**config.mk**
```make
export PLATFORM = sky130hd
export DESIGN_NAME = asp_top
export DESIGN_NICKNAME = d
export VERILOG_FILES = /design/src/shared/asp_pkg.sv /design/src/design/asp_sync.sv /design/src/design/asp_top.sv
export SDC_FILE = /design/constraint.sdc
export NUM_CORES = 1
export LEC_CHECK = 0
export ABC_AREA = 1
export ABC_CLOCK_PERIOD_IN_PS = 6500
export BUFFER_PORTS_ARGS = -buffer_cell sky130_fd_sc_hd__buf_4
export CORE_ASPECT_RATIO = 1.25
export CORE_UTILIZATION = 60
export DETAILED_ROUTE_END_ITERATION = 16
export PLACE_DENSITY = 0.79
export SYNTH_ARGS = -nofsm -noshare
export SYNTH_HDL_FRONTEND = slang
export SYNTH_SLANG_ARGS = --single-unit
```
**constraint.sdc**
```tcl
create_clock -name ref_clk_i -period 6.5 [get_ports ref_clk_i]
set_input_delay 1.3 -clock ref_clk_i [delete_from_list [all_inputs] [get_ports ref_clk_i]]
set_output_delay 1.3 -clock ref_clk_i [all_outputs]
set_load 0.01 [all_outputs]
```
**src/shared/asp_pkg.sv**
```systemverilog
// Purpose: Constants and types for the converter serial port control block
// Assumes: Core clock of 10 MHz; all pins asynchronous to it
// Notes:   Timing, field sizes, reset values and types follow
package asp_pkg;

    // ------------------------------------------------------------------
    // Timing
    // ------------------------------------------------------------------
    localparam int CLK_PERIOD_NS = 100;
    // One step of a duration field
    localparam int DUR_UNIT_NS   = 100000;
    localparam int UNIT_CYC      = DUR_UNIT_NS / CLK_PERIOD_NS;

    // ------------------------------------------------------------------
    // Field layout and sizes
    // ------------------------------------------------------------------
    localparam int CFG_W      = 8;
    localparam int SEL_W      = 4;
    localparam int TMR_W      = 20;
    localparam int CNT_W      = 16;
    localparam int RES_W      = CNT_W + 2;
    localparam int BITCNT_W   = 3;
    localparam int SYNC_W     = 5;
    localparam logic [TMR_W-1:0] CNT_MAX = 20'h0FFFF;
    localparam logic [BITCNT_W-1:0] LAST_BIT = 3'h7;

    // ------------------------------------------------------------------
    // Reset values
    // ------------------------------------------------------------------
    localparam logic [CFG_W-1:0] CFG_RST = 8'h00;
    localparam logic [RES_W-1:0] RES_RST = 18'h00000;

    // ------------------------------------------------------------------
    // Types
    // ------------------------------------------------------------------
    typedef enum logic [1:0] {
        ST_AZ    = 2'h0,
        ST_INT   = 2'h1,
        ST_DEINT = 2'h3
    } asp_state_t;

    typedef struct packed {
        logic shift_clk;
        logic read_sel;
        logic data_in;
    } asp_serial_in_t;

    typedef struct packed {
        logic [SEL_W-1:0] integrate_duration;
        logic [SEL_W-1:0] autozero_duration;
    } asp_cfg_t;

    typedef struct packed {
        logic             overrange;
        logic             polarity;
        logic [CNT_W-1:0] count;
    } asp_result_t;

endpackage

```
**src/design/asp_sync.sv**
```systemverilog
// Purpose: Two-flop synchroniser for a group of asynchronous pins
// Assumes: Each bit is independent; no bus coherency required
// Notes:   First stage feeds only the second stage
`timescale 1ns/1ps
module asp_sync #(
    parameter int W = 1
) (
    // Clock and reset
    input  wire logic         ref_clk_i,
    input  wire logic         reset_i,
    // Data
    input  wire logic [W-1:0] async_i,
    output logic      [W-1:0] sync_o
);
    logic [W-1:0] meta_reg;
    logic [W-1:0] sync_reg;

    always_ff @(posedge ref_clk_i) begin
        if (reset_i) begin
            meta_reg <= '0;
            sync_reg <= '0;
        end else begin
            meta_reg <= async_i;
            sync_reg <= meta_reg;
        end
    end

    assign sync_o = sync_reg;
endmodule

```
**src/design/asp_top.sv**
```systemverilog
// Purpose: Conversion sequencer and three-wire serial port of the converter
// Assumes: Pins and comparator are asynchronous; serial clock is slow
//          enough (well under the core clock) for edge detection
// Notes:   Config byte: upper nibble integrate, lower nibble auto-zero
`timescale 1ns/1ps
module asp_top
    import asp_pkg::*;
#(
    parameter logic [asp_pkg::TMR_W-1:0] UNIT_CYC_P =
        asp_pkg::TMR_W'(asp_pkg::UNIT_CYC)
) (
    // Clock and reset
    input  wire logic                    ref_clk_i,
    input  wire logic                    reset_i,
    // Serial port pins
    input  wire asp_pkg::asp_serial_in_t serial_i,
    output logic                         serial_out_o,
    output logic                         serial_out_oe_o,
    // Conversion control pins
    input  wire logic                    conv_reset_i,
    input  wire logic                    cmp_i,
    output logic                         eoc_o,
    output logic                         eoc_oe_o,
    output logic                         autozero_phase_o
);
    import asp_pkg::*;

    // ------------------------------------------------------------------
    // Pin synchronisers
    // ------------------------------------------------------------------
    logic [SYNC_W-1:0] sync_w;
    logic              clk_s;
    logic              rw_s;
    logic              din_s;
    logic              crst_s;
    logic              cmp_s;

    asp_sync #(.W(SYNC_W)) u_sync (
        .ref_clk_i (ref_clk_i),
        .reset_i   (reset_i),
        .async_i   ({serial_i.shift_clk, serial_i.read_sel,
                     serial_i.data_in, conv_reset_i, cmp_i}),
        .sync_o    (sync_w)
    );

    assign {clk_s, rw_s, din_s, crst_s, cmp_s} = sync_w;

    // ------------------------------------------------------------------
    // Duration decode
    // ------------------------------------------------------------------
    function automatic logic [TMR_W-1:0] dur_last(
        input logic [SEL_W-1:0] sel
    );
        logic [TMR_W-1:0] steps;
        steps = {{(TMR_W-SEL_W){1'b0}}, sel} + 20'h00001;
        return TMR_W'(steps * UNIT_CYC_P) - 20'h00001;
    endfunction

    // ------------------------------------------------------------------
    // State
    // ------------------------------------------------------------------
    asp_state_t          state_reg,   state_next;
    logic [TMR_W-1:0]    timer_reg,   timer_next;
    logic                pol_reg,     pol_next;
    logic [RES_W-1:0]    shift_reg,   shift_next;
    asp_cfg_t            cfg_reg,     cfg_next;
    logic [CFG_W-1:0]    cfg_sh_reg,  cfg_sh_next;
    logic [BITCNT_W-1:0] bit_reg,     bit_next;
    logic                clk_d_reg;
    logic                sout_reg,    sout_next;
    logic                soe_reg,     soe_next;
    logic                eoe_reg,     eoe_next;
    logic                load;
    logic                rise;
    logic                fall;
    logic [CFG_W-1:0]    cfg_asm;
    asp_result_t         result_w;

    assign rise    = clk_s & ~clk_d_reg;
    assign fall    = ~clk_s & clk_d_reg;
    assign cfg_asm = {cfg_sh_reg[CFG_W-2:0], din_s};
    assign result_w = '{overrange: (timer_reg >= CNT_MAX),
                        polarity:  pol_reg,
                        count:     timer_reg[CNT_W-1:0]};

    // ------------------------------------------------------------------
    // Next-state logic
    // ------------------------------------------------------------------
    always_comb begin
        state_next  = state_reg;
        timer_next  = timer_reg;
        pol_next    = pol_reg;
        shift_next  = shift_reg;
        cfg_next    = cfg_reg;
        cfg_sh_next = cfg_sh_reg;
        bit_next    = bit_reg;
        load        = 1'b0;

        // Conversion sequencer; a high reset pin parks it in auto-zero
        if (crst_s) begin
            state_next = ST_AZ;
            timer_next = '0;
        end else begin
            case (state_reg)
                ST_AZ: begin
                    // Durations are read live so a rewrite takes effect
                    if (timer_reg >= dur_last(cfg_reg.autozero_duration)) begin
                        state_next = ST_INT;
                        timer_next = '0;
                    end else begin
                        timer_next = timer_reg + 20'h00001;
                    end
                end
                ST_INT: begin
                    if (timer_reg >=
                        dur_last(cfg_reg.integrate_duration)) begin
                        state_next = ST_DEINT;
                        timer_next = '0;
                        pol_next   = cmp_s;
                    end else begin
                        timer_next = timer_reg + 20'h00001;
                    end
                end
                ST_DEINT: begin
                    // Ends on zero crossing or on count overflow
                    if (cmp_s != pol_reg || timer_reg >= CNT_MAX) begin
                        state_next = ST_AZ;
                        timer_next = '0;
                        load       = 1'b1;
                    end else begin
                        timer_next = timer_reg + 20'h00001;
                    end
                end
                default: begin
                    state_next = ST_AZ;
                    timer_next = '0;
                end
            endcase
        end

        // Serial port
        if (rw_s) begin
            bit_next = '0;
            if (fall) begin
                shift_next = {shift_reg[RES_W-2:0], 1'b0};
            end
        end else if (rise) begin
            cfg_sh_next = cfg_asm;
            bit_next    = bit_reg + 3'h1;
            if (bit_reg == LAST_BIT) begin
                cfg_next = asp_cfg_t'(cfg_asm);
                bit_next = '0;
            end
        end

        // A fresh result replaces any half-read one
        if (load) begin
            shift_next = result_w;
        end

        sout_next = shift_next[RES_W-1];
        soe_next  = rw_s;
        eoe_next  = (state_next == ST_AZ);
    end

    // ------------------------------------------------------------------
    // Registers
    // ------------------------------------------------------------------
    always_ff @(posedge ref_clk_i) begin
        if (reset_i) begin
            state_reg  <= ST_AZ;
            timer_reg  <= '0;
            pol_reg    <= 1'b0;
            shift_reg  <= RES_RST;
            cfg_reg    <= asp_cfg_t'(CFG_RST);
            cfg_sh_reg <= CFG_RST;
            bit_reg    <= '0;
            clk_d_reg  <= 1'b0;
            sout_reg   <= 1'b0;
            soe_reg    <= 1'b0;
            eoe_reg    <= 1'b1;
        end else begin
            state_reg  <= state_next;
            timer_reg  <= timer_next;
            pol_reg    <= pol_next;
            shift_reg  <= shift_next;
            cfg_reg    <= cfg_next;
            cfg_sh_reg <= cfg_sh_next;
            bit_reg    <= bit_next;
            clk_d_reg  <= clk_s;
            sout_reg   <= sout_next;
            soe_reg    <= soe_next;
            eoe_reg    <= eoe_next;
        end
    end

    // Open drain eoc: its level is always low, only eoc_oe_o moves; serial out drives sout_reg
    assign serial_out_o     = sout_reg;
    assign serial_out_oe_o  = soe_reg;
    assign eoc_o            = 1'b0;
    assign eoc_oe_o         = eoe_reg;
    assign autozero_phase_o = eoe_reg;
endmodule

```
==> summary.md, run 1 <==
| Metric | Value |
|---|---|
| Final HPWL DP | `roughly 9.9 mm` |
| Pin count of the biggest net entering global routing | `38` |
| Hold Vio Cnt, Final | `0` |
| Num ports | `12` |
| CP Launch Type | `flip-flop` |
| Final Setup Violations | `0` |
| Wire length of the first global-routing pass | `21.8 mm` |
| Die width | `93.2 um` |
| Initial antenna violation count | `0` |
| CTS tree | `yes` |
| DR vias | `5376` |
| Number of buffers created by CTS | `9` |
| Row cnt | `41` |
| DRC errors left | `0` |
| Worst hold path stage count | `2` |
| Core footprint | `10100 sq um` |
| Fraction of layout cells with a size suffix above 1 | `5.99%` |
| Total grt overflow | `0` |
| Routed WL | `12.6 mm` |
| Pwr dens | `138 nW/um^2` |
| Setup bufs post-CTS | `0` |
| Clk root buf | `clkbuf_16` |
| Synth Flop Type | `dfxtp_1` |
| H-tree depth | `3` |
| Initial DRC count | `225` |
| Register area share after synthesis | `23.1%` |
| Worst-Skew Late Latency | `330 ps` |
| RSZ-0062 raised after global routing | `false` |
| Final Util | `65.8%` |
| Ys Warns | `0` |
| # diodes | `0` |
| Drt pass-1 iters | `5` |
| Leak pwr | `approximately 3.4 nW` |
| Nets@finish | `1005` |
| Crit path arrival time | `6120 ps` |
| Fin. max-slew vios | `0` |
| Crit end category | `flip-flop` |
| Synth unique cells | `39` |
| Cells after Synth | `890` |
| Syn Area/Cell | `~7 sq um` |
| Number of global-route vias before repair | `5064` |
| Max cap viols | `0` |
| Clock sink count | `~70` |
| F_max | `170 MHz` |
| GR Util All Layers | `25.2%` |
| Tmin final | `between 5000 and 6000 ps` |
| Routed len/inst | `12.2 um` |
| Worst vdd ir | `0.229 mV` |
| Placed Instances | `1014` |
| Post-synth EDFFs | `0` |
| Non-Filler Instances | `1030` |
| Worst-path fanout max | `15` |
| R2R cell count | `23` |
| Clock transition at the registers of the reported paths | `60 ps` |
| Hold_ws | `roughly 400 ps` |
| Final Cycle Share | `90.3%` |
| Area of the die | `roughly 11000 sq um` |
| Max-slew headroom | `between 50% and 60%` |
| Yosys reg bits | `72` |
| Post-Synthesis Net Count | `999` |
| Outcome | `completed` |
| Area Overhead vs Synth | `6.72%` |
| CP Class | `flip-flop to flip-flop` |
| Die Y | `between 100 and 150 um` |
| Routability Congestion | `0.899` |
| Worst-Margin Slew | `644 ps` |
| Hold WC Path Type | `flip-flop to flip-flop` |
| Synth async-reset ratio | `0%` |
| Total negative slack | `0 ps` |
| Initial core utilization | `about three fifths` |
| Number of flip-flops under the largest register name | `20` |
| Post-route antenna net violation count | `0` |
| Worst Path Required | `6750 ps` |
| Clock tree buffer depth | `2` |
| Layout Skew | `8.72 ps` |
| Vias per cell | `5.22` |
| Syn Std Cell Area | `just over 6000 sq um` |
| Number of port buffers | `10` |
[through the flow]
stage                     area [sq um]  setup WS (ps)  total power, mW
after floorplan                   6230           1200            0.485
after detailed placement          6390            573            0.492
after global routing              6650            168            0.946
after global placement            6390            640            0.492
after CTS                         6650            517            0.925
final                             6650            633            0.920
[cell usage in the layout (no fill, tap or decap), drive strengths merged]
cell      netlist  routed
or2             1       1
clkinvlp        0       2
nand3b         11      11
nand3          73      73
buf             9      10
dfxtp          72      72
clkinv          0       3
clkbuf          6      11
o211a           1       1
nand4          19      19
nand2         214     214
a211oi          2       2
and3            1       1
fa             20      20
nor2           90      90
xor2           20      20
conb            1       1
nor3            8       8
o31ai           1       1
a31oi           1       1
ha             82      82
xnor2          13      13
inv           151     151
o21a            4       4
a21o            3       3
o21ai          29      29
a21oi          56      56
nor4            2       2
[where the power goes]
part	internal (mW)	leakage, nW	switching (mW)	total (mW)
Sequential	0.449	0.584	0.00484	0.454
Combinational	0.00966	2.66	0.0191	0.0287
Clock	0.257	0.126	0.180	0.438
Total	0.716	3.37	0.204	0.920
[synthesized netlist by cell type (3+ instances only)]
cell,n,area [sq um]
a21o_1,3,22.5
a21oi_1,56,280
buf_4,3,22.5
clkbuf_1,6,22.5
dfxtp_1,72,1440
fa_1,20,400
ha_1,82,1030
inv_1,145,544
inv_2,6,22.5
nand2_1,210,788
nand2_2,3,18.8
nand3_1,68,340
nand3_2,4,40.0
nand3b_1,11,82.6
nand4_1,19,119
nor2_1,79,297
nor2_2,5,31.3
nor2_4,6,67.6
nor3_1,5,25.0
o21a_1,4,30.0
o21ai_0,26,130
o21ai_1,3,15.0
xnor2_1,13,114
xor2_1,20,175
[metal layers]
| metal | wire (um) | part of all wire, % | track usage, % |
|---|---|---|---|
| met1 | 5640 | 45 | 29.8 |
| met2 | 6440 | 51 | 46.7 |
| met3 | 290 | 2.3 | 2.62 |
| met4 | 207 | 1.6 | 9.54 |
| met5 | 0 | 0 | 0 |
[what timing repair did]
action | 4_1_cts | 5_1_grt
gates resized for setup | 0 | 1
hold buffers | 0 | 0
setup endpoints to repair | 0 | 3
[path summary, 6_finish.rpt]
check | start | endpoint | slack (ps)
hold reg to reg | u_sync.meta_reg[1]$_SDFF_PP0_ | u_sync.sync_o[1]$_SDFF_PP0_ | 400
setup reg to reg | cfg_reg[0]$_SDFFE_PP0P_ | timer_reg[10]$_SDFF_PP0_ | 630
setup / recovery | cfg_reg[0]$_SDFFE_PP0P_ | timer_reg[10]$_SDFF_PP0_ | 630
hold / removal | u_sync.meta_reg[1]$_SDFF_PP0_ | u_sync.sync_o[1]$_SDFF_PP0_ | 400
[worst max-delay path, cell delays in order (launching register included)]
cell,delay (ps)
dfxtp_1,580
nand3_1,230
xnor2_1,450
fa_1,580
fa_1,550
fa_1,560
inv_1,40
ha_1,340
nand2_1,90
inv_1,70
nand3_1,120
nand3_1,100
nand2_1,80
nand2_1,40
nor2_1,190
nand4_1,280
ha_1,370
a21oi_1,150
o21ai_0,100
a21oi_1,180
nand3_1,150
nand3_2,160
nand2_2,210
nor2_1,160
[area by class of cell]
type	instances	area (sq um)
clock buffer	11	233
multi-input combinational	652	4140
timing repair buffer	10	75.1
clock inverter	5	33.8
fill	901	3450
tap	129	161
inverter	151	567
sequential	72	1440
[logic make-up (layout without fill, tap and decap cells)]
logic type	after synthesis	after routing	share of synthesized area (%)
buffers and inverters	166	177	10.5
adders and majority gates	102	102	22.9
and+or+nand+nor	419	419	30.6
other	1	1	0.0601
AOI/OAI and AO/OA	97	97	8.29
DFF	72	72	23.1
xor gates and xnor gates	33	33	4.64
(Power assumes the default switching activity.)
==> run 2: changes to the inputs <==
--- a/config.mk
+++ b/config.mk
@@ -14,4 +14,5 @@
 export PLACE_DENSITY = 0.79
 export SYNTH_ARGS = -nofsm -noshare
 export SYNTH_HDL_FRONTEND = slang
+export SYNTH_HIERARCHICAL = 1
 export SYNTH_SLANG_ARGS = --single-unit
==> run 2 against run 1 <==
Net effect: clock-buffer cell count down 1; critical path depth up 5; critical path type unchanged; register-to-register slack better by 140 ps; clock power rose by 22%; total power rose by 9.9%; highest routed layer unchanged; fmax grew 2.4%; design area down 0.39%.
==> summary.md, run 2 <==
| Metric | Value |
|---|---|
| Outcome | `completed` |
| CP bufs+invs | `2` |
| Worst vdd ir | `0.208 mV` |
| Clk root buf | `clkbuf_16` |
| Area of the die | `10700 sq um` |
| # diodes | `0` |
| Crit end category | `flip-flop` |
| Reg2reg start | `cfg_reg[0]$_SDFFE_PP0P_` |
| Synth cell count leaders | `216 x nand2_1, 138 x inv_1, 88 x nor2_1` |
| Hold Crit Start | `u_sync/meta_reg[2]$_SDFF_PP0_` |
| GR Util All Layers | `between 20% and 30%` |
| Syn Std Cell Area | `6170 sq um` |
| Yosys reg bits | `72` |
| RSZ-0062 raised after global routing | `false` |
| Ranking of synthesized cells by area | `dfxtp_1 23%, ha_1 17%, nand2_1 13%` |
| CP delay by family, top | `adder cells` |
| Routability Congestion | `0.820` |
| Worst Path Required | `approximately 6700 ps` |
| Final HPWL DP | `9.52 mm` |
| Synth Flop Type | `dfxtp_1` |
| H-tree depth | `3` |
| Design Power | `1.01 mW` |
| R2r endpoint | `timer_reg[7]$_SDFF_PP0_` |
| Hold Path Sink | `u_sync/sync_o[2]$_SDFF_PP0_` |
| Die width | `92.7 um` |
| CTS Hold Bufs | `0` |
| Largest area contributor in the netlist | `dfxtp_1` |
| Routed len/inst | `11.9 um` |
| Crit path arrival time | `5950 ps` |
| Row cnt | `slightly above 40` |
| R2R cell count | `28` |
| Post-CTS sizing | `0` |
| Final Cycle Share | `88.1%` |
| Synth unique cells | `36` |
| Area Overhead vs Synth | `7.42%` |
| Clock transition at the registers of the reported paths | `60 ps` |
| Syn Area/Cell | `7.03 sq um` |
| Routed WL | `12.1 mm` |
| Pwr dens | `~150 nW/um^2` |
| Total negative slack | `0 ps` |
| Core footprint | `10100 sq um` |
| Final Setup Violations | `0` |
| Leak pwr | `3.33 nW` |
| Max cap viols | `0` |
| Drt pass-1 iters | `4` |
| Die Y | `around 120 um` |
| Most used cell, CP | `nand2_1` |
| Number of buffers created by CTS | `9` |
| Initial DRC count | `around 180` |
| Post-synth top area share | `23.4%` |
| Fraction of layout cells with a size suffix above 1 | `4.97%` |
| CTS tree | `yes` |
| Worst-path fanout max | `19` |
| Setup bufs post-CTS | `0` |
| Fin. max-slew vios | `0` |
| Most common cell after layout, fill and taps aside | `nand2_1` |
| CP max-delay cell | `fa_1` |
| Final worst setup slack | `771 ps` |
| Num ports | `12` |
| Post-synth EDFFs | `0` |
| Most frequent cells in the layout | `216 x nand2_1, 138 x inv_1, 87 x nor2_1` |
| Worst-Skew Late Latency | `340 ps` |
| Synth async-reset ratio | `0%` |
| Hold WC Path Type | `flip-flop to flip-flop` |
| Clock tree buffer depth | `2` |
| Pin count of the biggest net entering global routing | `39` |
| Clock sink count | `slightly above 70` |
| Nets@finish | `roughly 1000` |
| Initial core utilization | `between 60% and 70%` |
| Worst hold path stage count | `2` |
| Final Util | `65.9%` |
| Post-Synthesis Net Count | `987` |
| Worst-Margin Slew | `783 ps` |
| Max-slew headroom | `47.7%` |
| Hold Vio Cnt, Final | `0` |
| Initial antenna violation count | `0` |
| Cells after Synth | `~900` |
| Most common cell in the synthesized netlist | `nand2_1` |
| Number of global-route vias before repair | `4797` |
| Vias per cell | `5.22` |
| Layout Skew | `around 3.8 ps` |
| DR vias | `5297` |
| Worst R2R Setup Slack | `770 ps` |
| Tmin final | `around 5700 ps` |
| CP Launch Type | `flip-flop` |
| Register area share after synthesis | `23.4%` |
| Number of port buffers | `10` |
| Number of flip-flops under the largest register name | `20` |
| F_max | `175 MHz` |
| DRC errors left | `0` |
| Post-route antenna net violation count | `0` |
| CP Class | `flip-flop to flip-flop` |
| Wire length of the first global-routing pass | `20.8 mm` |
| Pre-CTS setup slack | `about 620 ps` |
| Total grt overflow | `0` |
| CP max stage delay | `570 ps` |
| Ys Warns | `6` |
[run 2: cell types whose count changed after synthesis, moves of 4 or more]
cell,before,now
nor2_4,6,1
xor2_1,20,27
inv_1,145,138
inv_2,6,2
nor2_1,79,88
nand3_1,68,60
o21ai_0,26,21
nand2_1,210,216
[run 2: final cells by class]
cell class              instances  area (sq um)
repair buffers                 10          75.1
inverters                     140           526
clock inverters                 6          90.1
multi-input cells             648          4100
fillers                       883          3430
well taps                     129           161
flip-flops and latches         72          1440
clock buffers                  10           239
[run 2: logic make-up after synthesis]
group / after synthesis / share of synthesized area [%]
DFF: 72 / 23.4
xor gates and xnor gates: 39 / 5.66
and+or+nand+nor: 421 / 30.1
buffers and inverters: 158 / 10.3
adders and majority gates: 102 / 23.1
AOI/OAI and AO/OA: 85 / 7.40
other: 1 / 0.0608
[run 2: per-layer routing]
layer  track usage [%]  routed length [um]  part of all wire, %
met1              29.1                5510                   46
met2              44.1                6050                   50
met3              3.44                 265                  2.2
met4              8.51                 271                  2.2
met5                 0                   0                    0
[run 2: worst max path at each step]
| stage | slack, ps | from | depth (start not counted) | end |
|---|---|---|---|---|
| after floorplan | 1220 | cfg_reg[0]$_SDFFE_PP0P_ | 30 | timer_reg[14]$_SDFF_PP0_ |
| after global placement | 690 | cfg_reg[0]$_SDFFE_PP0P_ | 29 | timer_reg[18]$_SDFF_PP0_ |
| after detailed placement | 620 | cfg_reg[0]$_SDFFE_PP0P_ | 29 | timer_reg[7]$_SDFF_PP0_ |
| after CTS | 600 | cfg_reg[0]$_SDFFE_PP0P_ | 29 | timer_reg[7]$_SDFF_PP0_ |
| after global routing | 80 | cfg_reg[0]$_SDFFE_PP0P_ | 28 | timer_reg[10]$_SDFF_PP0_ |
| final | 770 | cfg_reg[0]$_SDFFE_PP0P_ | 28 | timer_reg[7]$_SDFF_PP0_ |
[run 2: through the flow]
step | instances | hold slack [ps] | instance area [sq um]
after global placement | 999 | 390 | 6300
after floorplan | 878 | 388 | 6170
final | 1015 | 400 | 6630
after global routing | 1015 | 410 | 6630
after CTS | 1015 | 402 | 6630
after detailed placement | 999 | 394 | 6300
[run 2: power by group]
group          internal [mW]  switching (mW)
clock network          0.347           0.186
logic                0.00914          0.0177
registers              0.448         0.00399
total                  0.804           0.208
[run 2: worst min-delay path: cells and delay by family (launching register included)]
kind                   cells  cell delay (ps)
AND/OR/NAND/NOR            1               30
buffers and inverters      1               40
flip-flops                 1              290
==> run 3: changes to the inputs <==
--- a/config.mk
+++ b/config.mk
@@ -5,12 +5,12 @@
 export SDC_FILE = /design/constraint.sdc
 export NUM_CORES = 1
 export LEC_CHECK = 0
-export ABC_AREA = 1
 export ABC_CLOCK_PERIOD_IN_PS = 6500
 export BUFFER_PORTS_ARGS = -buffer_cell sky130_fd_sc_hd__buf_4
 export CORE_ASPECT_RATIO = 1.25
 export CORE_UTILIZATION = 60
 export DETAILED_ROUTE_END_ITERATION = 16
+export MAX_ROUTING_LAYER = met4
 export PLACE_DENSITY = 0.79
 export SYNTH_ARGS = -nofsm -noshare
 export SYNTH_HDL_FRONTEND = slang
==> run 3 against run 2 <==
Net effect: via count is 14% lower; highest routed layer unchanged; die area fell by 8.7%; final cell count shrank 23%; combinational power down 17%; largest cell class unchanged; total power down 0.81%; largest power group unchanged.
==> summary.md, run 3 <==
| Metric | Value |
|---|---|
| Outcome | `completed` |
| Vias per cell | `5.87` |
| Core footprint | `slightly above 9000 sq um` |
| CTS Hold Bufs | `0` |
| Worst-Skew Late Latency | `340 ps` |
| Worst Path Required | `just under 7000 ps` |
| Synth async-reset ratio | `0%` |
| Synth Flop Type | `dfxtp_1` |
| Worst-Margin Slew | `1120 ps` |
| Tmin final | `6230 ps` |
| Final Cycle Share | `between 90% and 100%` |
| Non-Filler Instances | `778` |
| Logic gate share of total power | `approximately 2.2%` |
| Max cap viols | `0` |
| Max-slew headroom | `25.7%` |
| Most common cell after layout, fill and taps aside | `ha_1` |
| Post-synth EDFFs | `0` |
| Number of port buffers | `10` |
| Final Util | `around 68%` |
| GR Util All Layers | `27.0%` |
| Clock transition at the registers of the reported paths | `60 ps` |
| CP Launch Type | `flip-flop` |
| Register area share after synthesis | `between 20 and 30%` |
| DRC errors left | `0` |
| Initial antenna violation count | `0` |
| Sw frac | `20.9%` |
| Reg power frac | `44.9%` |
| Ys Warns | `6` |
| Total negative slack | `0 ps` |
| Synth unique cells | `58` |
| R2R cell count | `21` |
| Synth cell count leaders | `82 x ha_1, 72 x dfxtp_1, 59 x nor2_1` |
| Most frequent cells in the layout | `82 x ha_1, 71 x dfxtp_1, 59 x nor2_1` |
| Design Power | `1.00 mW` |
| Worst vdd ir | `between 0.2 and 0.25 mV` |
| Clock power frac | `52.9%` |
| Initial DRC count | `190` |
| Int Pwr | `around 0.79 mW` |
| Num ports | `12` |
| Yosys reg bits | `72` |
| Largest area contributor in the netlist | `dfxtp_1` |
| Initial core utilization | `61.6%` |
| Routed len/inst | `15.3 um` |
| Worst-path fanout max | `19` |
| Cells after Synth | `639` |
| Area Overhead vs Synth | `9.90%` |
| Final Setup Violations | `0` |
| Nets@finish | `759` |
| Row cnt | `39` |
| Clock sink count | `slightly above 70` |
| F_max | `161 MHz` |
| Number of global-route vias before repair | `4381` |
| Pre-CTS setup slack | `193 ps` |
| Post-Synthesis Net Count | `~750` |
| Leak pwr | `2.89 nW` |
| Final HPWL DP | `9.06 mm` |
| CTS tree | `yes` |
| Reg2reg start | `cfg_reg[0]$_SDFFE_PP0P_` |
| Post-synth top area share | `25.6%` |
| Pin count of the biggest net entering global routing | `between 50 and 60` |
| CP Class | `flip-flop to flip-flop` |
| Area of the die | `9760 sq um` |
| Crit end category | `flip-flop` |
| Routed WL | `11.9 mm` |
| Layout Skew | `4.52 ps` |
| Routability Congestion | `0.920` |
| Fin. max-slew vios | `0` |
| P_sw | `0.210 mW` |
| Hold WC Path Type | `flip-flop to flip-flop` |
| Hold Path Sink | `u_sync/sync_o[4]$_SDFF_PP0_` |
| Die width | `88.6 um` |
| Wire length of the first global-routing pass | `20.0 mm` |
| Post-route antenna net violation count | `0` |
| R2r endpoint | `timer_reg[8]$_SDFF_PP0_` |
| Total grt overflow | `0` |
| Ranking of synthesized cells by area | `dfxtp_1 26%, ha_1 18%, fa_1 7.1%` |
| Clk root buf | `clkbuf_16` |
| Number of buffers created by CTS | `9` |
| Crit path arrival time | `6500 ps` |
| Die Y | `110 um` |
| Worst R2R Setup Slack | `270 ps` |
| Syn Area/Cell | `8.80 sq um` |
| Number of flip-flops under the largest register name | `20` |
| Hold Vio Cnt, Final | `0` |
| # diodes | `0` |
| H-tree depth | `3` |
| Worst hold path stage count | `1` |
| Syn Std Cell Area | `5620 sq um` |
| Placed Instances | `761` |
| Hold Crit Start | `u_sync/meta_reg[4]$_SDFF_PP0_` |
| Clock tree buffer depth | `2` |
| DR vias | `4563` |
| Fraction of layout cells with a size suffix above 1 | `7.63%` |
| Drt pass-1 iters | `4` |
| Pwr dens | `162 nW/um^2` |
| Most common cell in the synthesized netlist | `ha_1` |
| Final worst setup slack | `272 ps` |
## run 3: changes by cell type in the layout (fill, tap and decap cells not counted), sizes merged, moves of 13 or more
cell	delta
a21oi	-18
a211oi	+23
xnor2	+21
nand3	-45
nor2b	+15
mux2i	+19
nand3b	-13
nor2	-34
nand2	-177
inv	-84
## run 3: timing repair
action                                  in CTS  in global routing
endpoints found under the setup margin       0                 23
setup buffers                                0                  1
resized for setup                            0                  7
## run 3: stage by stage
stage	cell area [sq um]	hold WS, ps
CTS	6140	447
global placement	5830	418
floorplan	5620	414
finish	6180	442
global route	6180	466
detailed placement	5830	433
## run 3: layout make-up
class                   instances  area [sq um]
multi-input cells             493          3910
fillers                       747          2950
flip-flops and latches         72          1440
clock buffers                  10           229
inverters                      55           206
well taps                     123           154
repair buffers                 19           146
clock inverters                 6          90.1
## run 3: kinds of logic after synthesis
kind of cell / after synthesis / synth area share (%)
simple gates: 198 / 17.4
compound gates: 116 / 13.9
fa+ha+maj: 102 / 25.4
buf+inv: 74 / 5.34
flops: 72 / 25.6
xor+xnor: 56 / 8.72
mux: 20 / 3.58
other cells: 1 / 0.0667
## run 3: worst max path at each step
stage,start,endpoint,cells past startpoint
finish,cfg_reg[0]$_SDFFE_PP0P_,timer_reg[8]$_SDFF_PP0_,21
global route,cfg_reg[0]$_SDFFE_PP0P_,timer_reg[5]$_SDFF_PP0_,21
CTS,cfg_reg[0]$_SDFFE_PP0P_,timer_reg[8]$_SDFF_PP0_,20
detailed placement,cfg_reg[0]$_SDFFE_PP0P_,timer_reg[8]$_SDFF_PP0_,20
global placement,cfg_reg[0]$_SDFFE_PP0P_,timer_reg[1]$_SDFF_PP0_,20
floorplan,cfg_reg[0]$_SDFFE_PP0P_,timer_reg[12]$_SDFF_PP0_,19
## run 3: power by group through the flow
stage,Sequential [mW],Clock [mW],Combinational (mW)
global route,0.451,0.553,0.0253
CTS,0.451,0.536,0.0221
finish,0.451,0.530,0.0223
floorplan,0.458,0,0.0173
global placement,0.460,0,0.0213
detailed placement,0.460,0,0.0219
## run 3: worst max-delay path, stage by stage (launching register included)
cell	delay (ps)
dfxtp_2	360
ha_1	240
and3_2	290
fa_1	580
fa_1	540
fa_1	550
inv_1	40
ha_1	340
o21a_1	200
o31a_1	120
or4_1	450
a31oi_1	320
nand2_1	120
xnor2_1	160
ha_1	320
a21oi_1	150
o21ai_0	100
a2111oi_0	480
o41a_1	350
a221oi_4	100
buf_6	190
nor2_1	130
## run 3: layer usage
metal | vias up | global-route usage [%] | wire, um | part of all wire [%]
met5 | - | - | 0 | 0
met4 | 0 | 10.1 | 315 | 2.6
met3 | 34 | 4.10 | 427 | 3.6
met2 | 88 | 46.8 | 6120 | 51
met1 | 2188 | 31.5 | 5030 | 42
li1 | 2253 | - | - | -
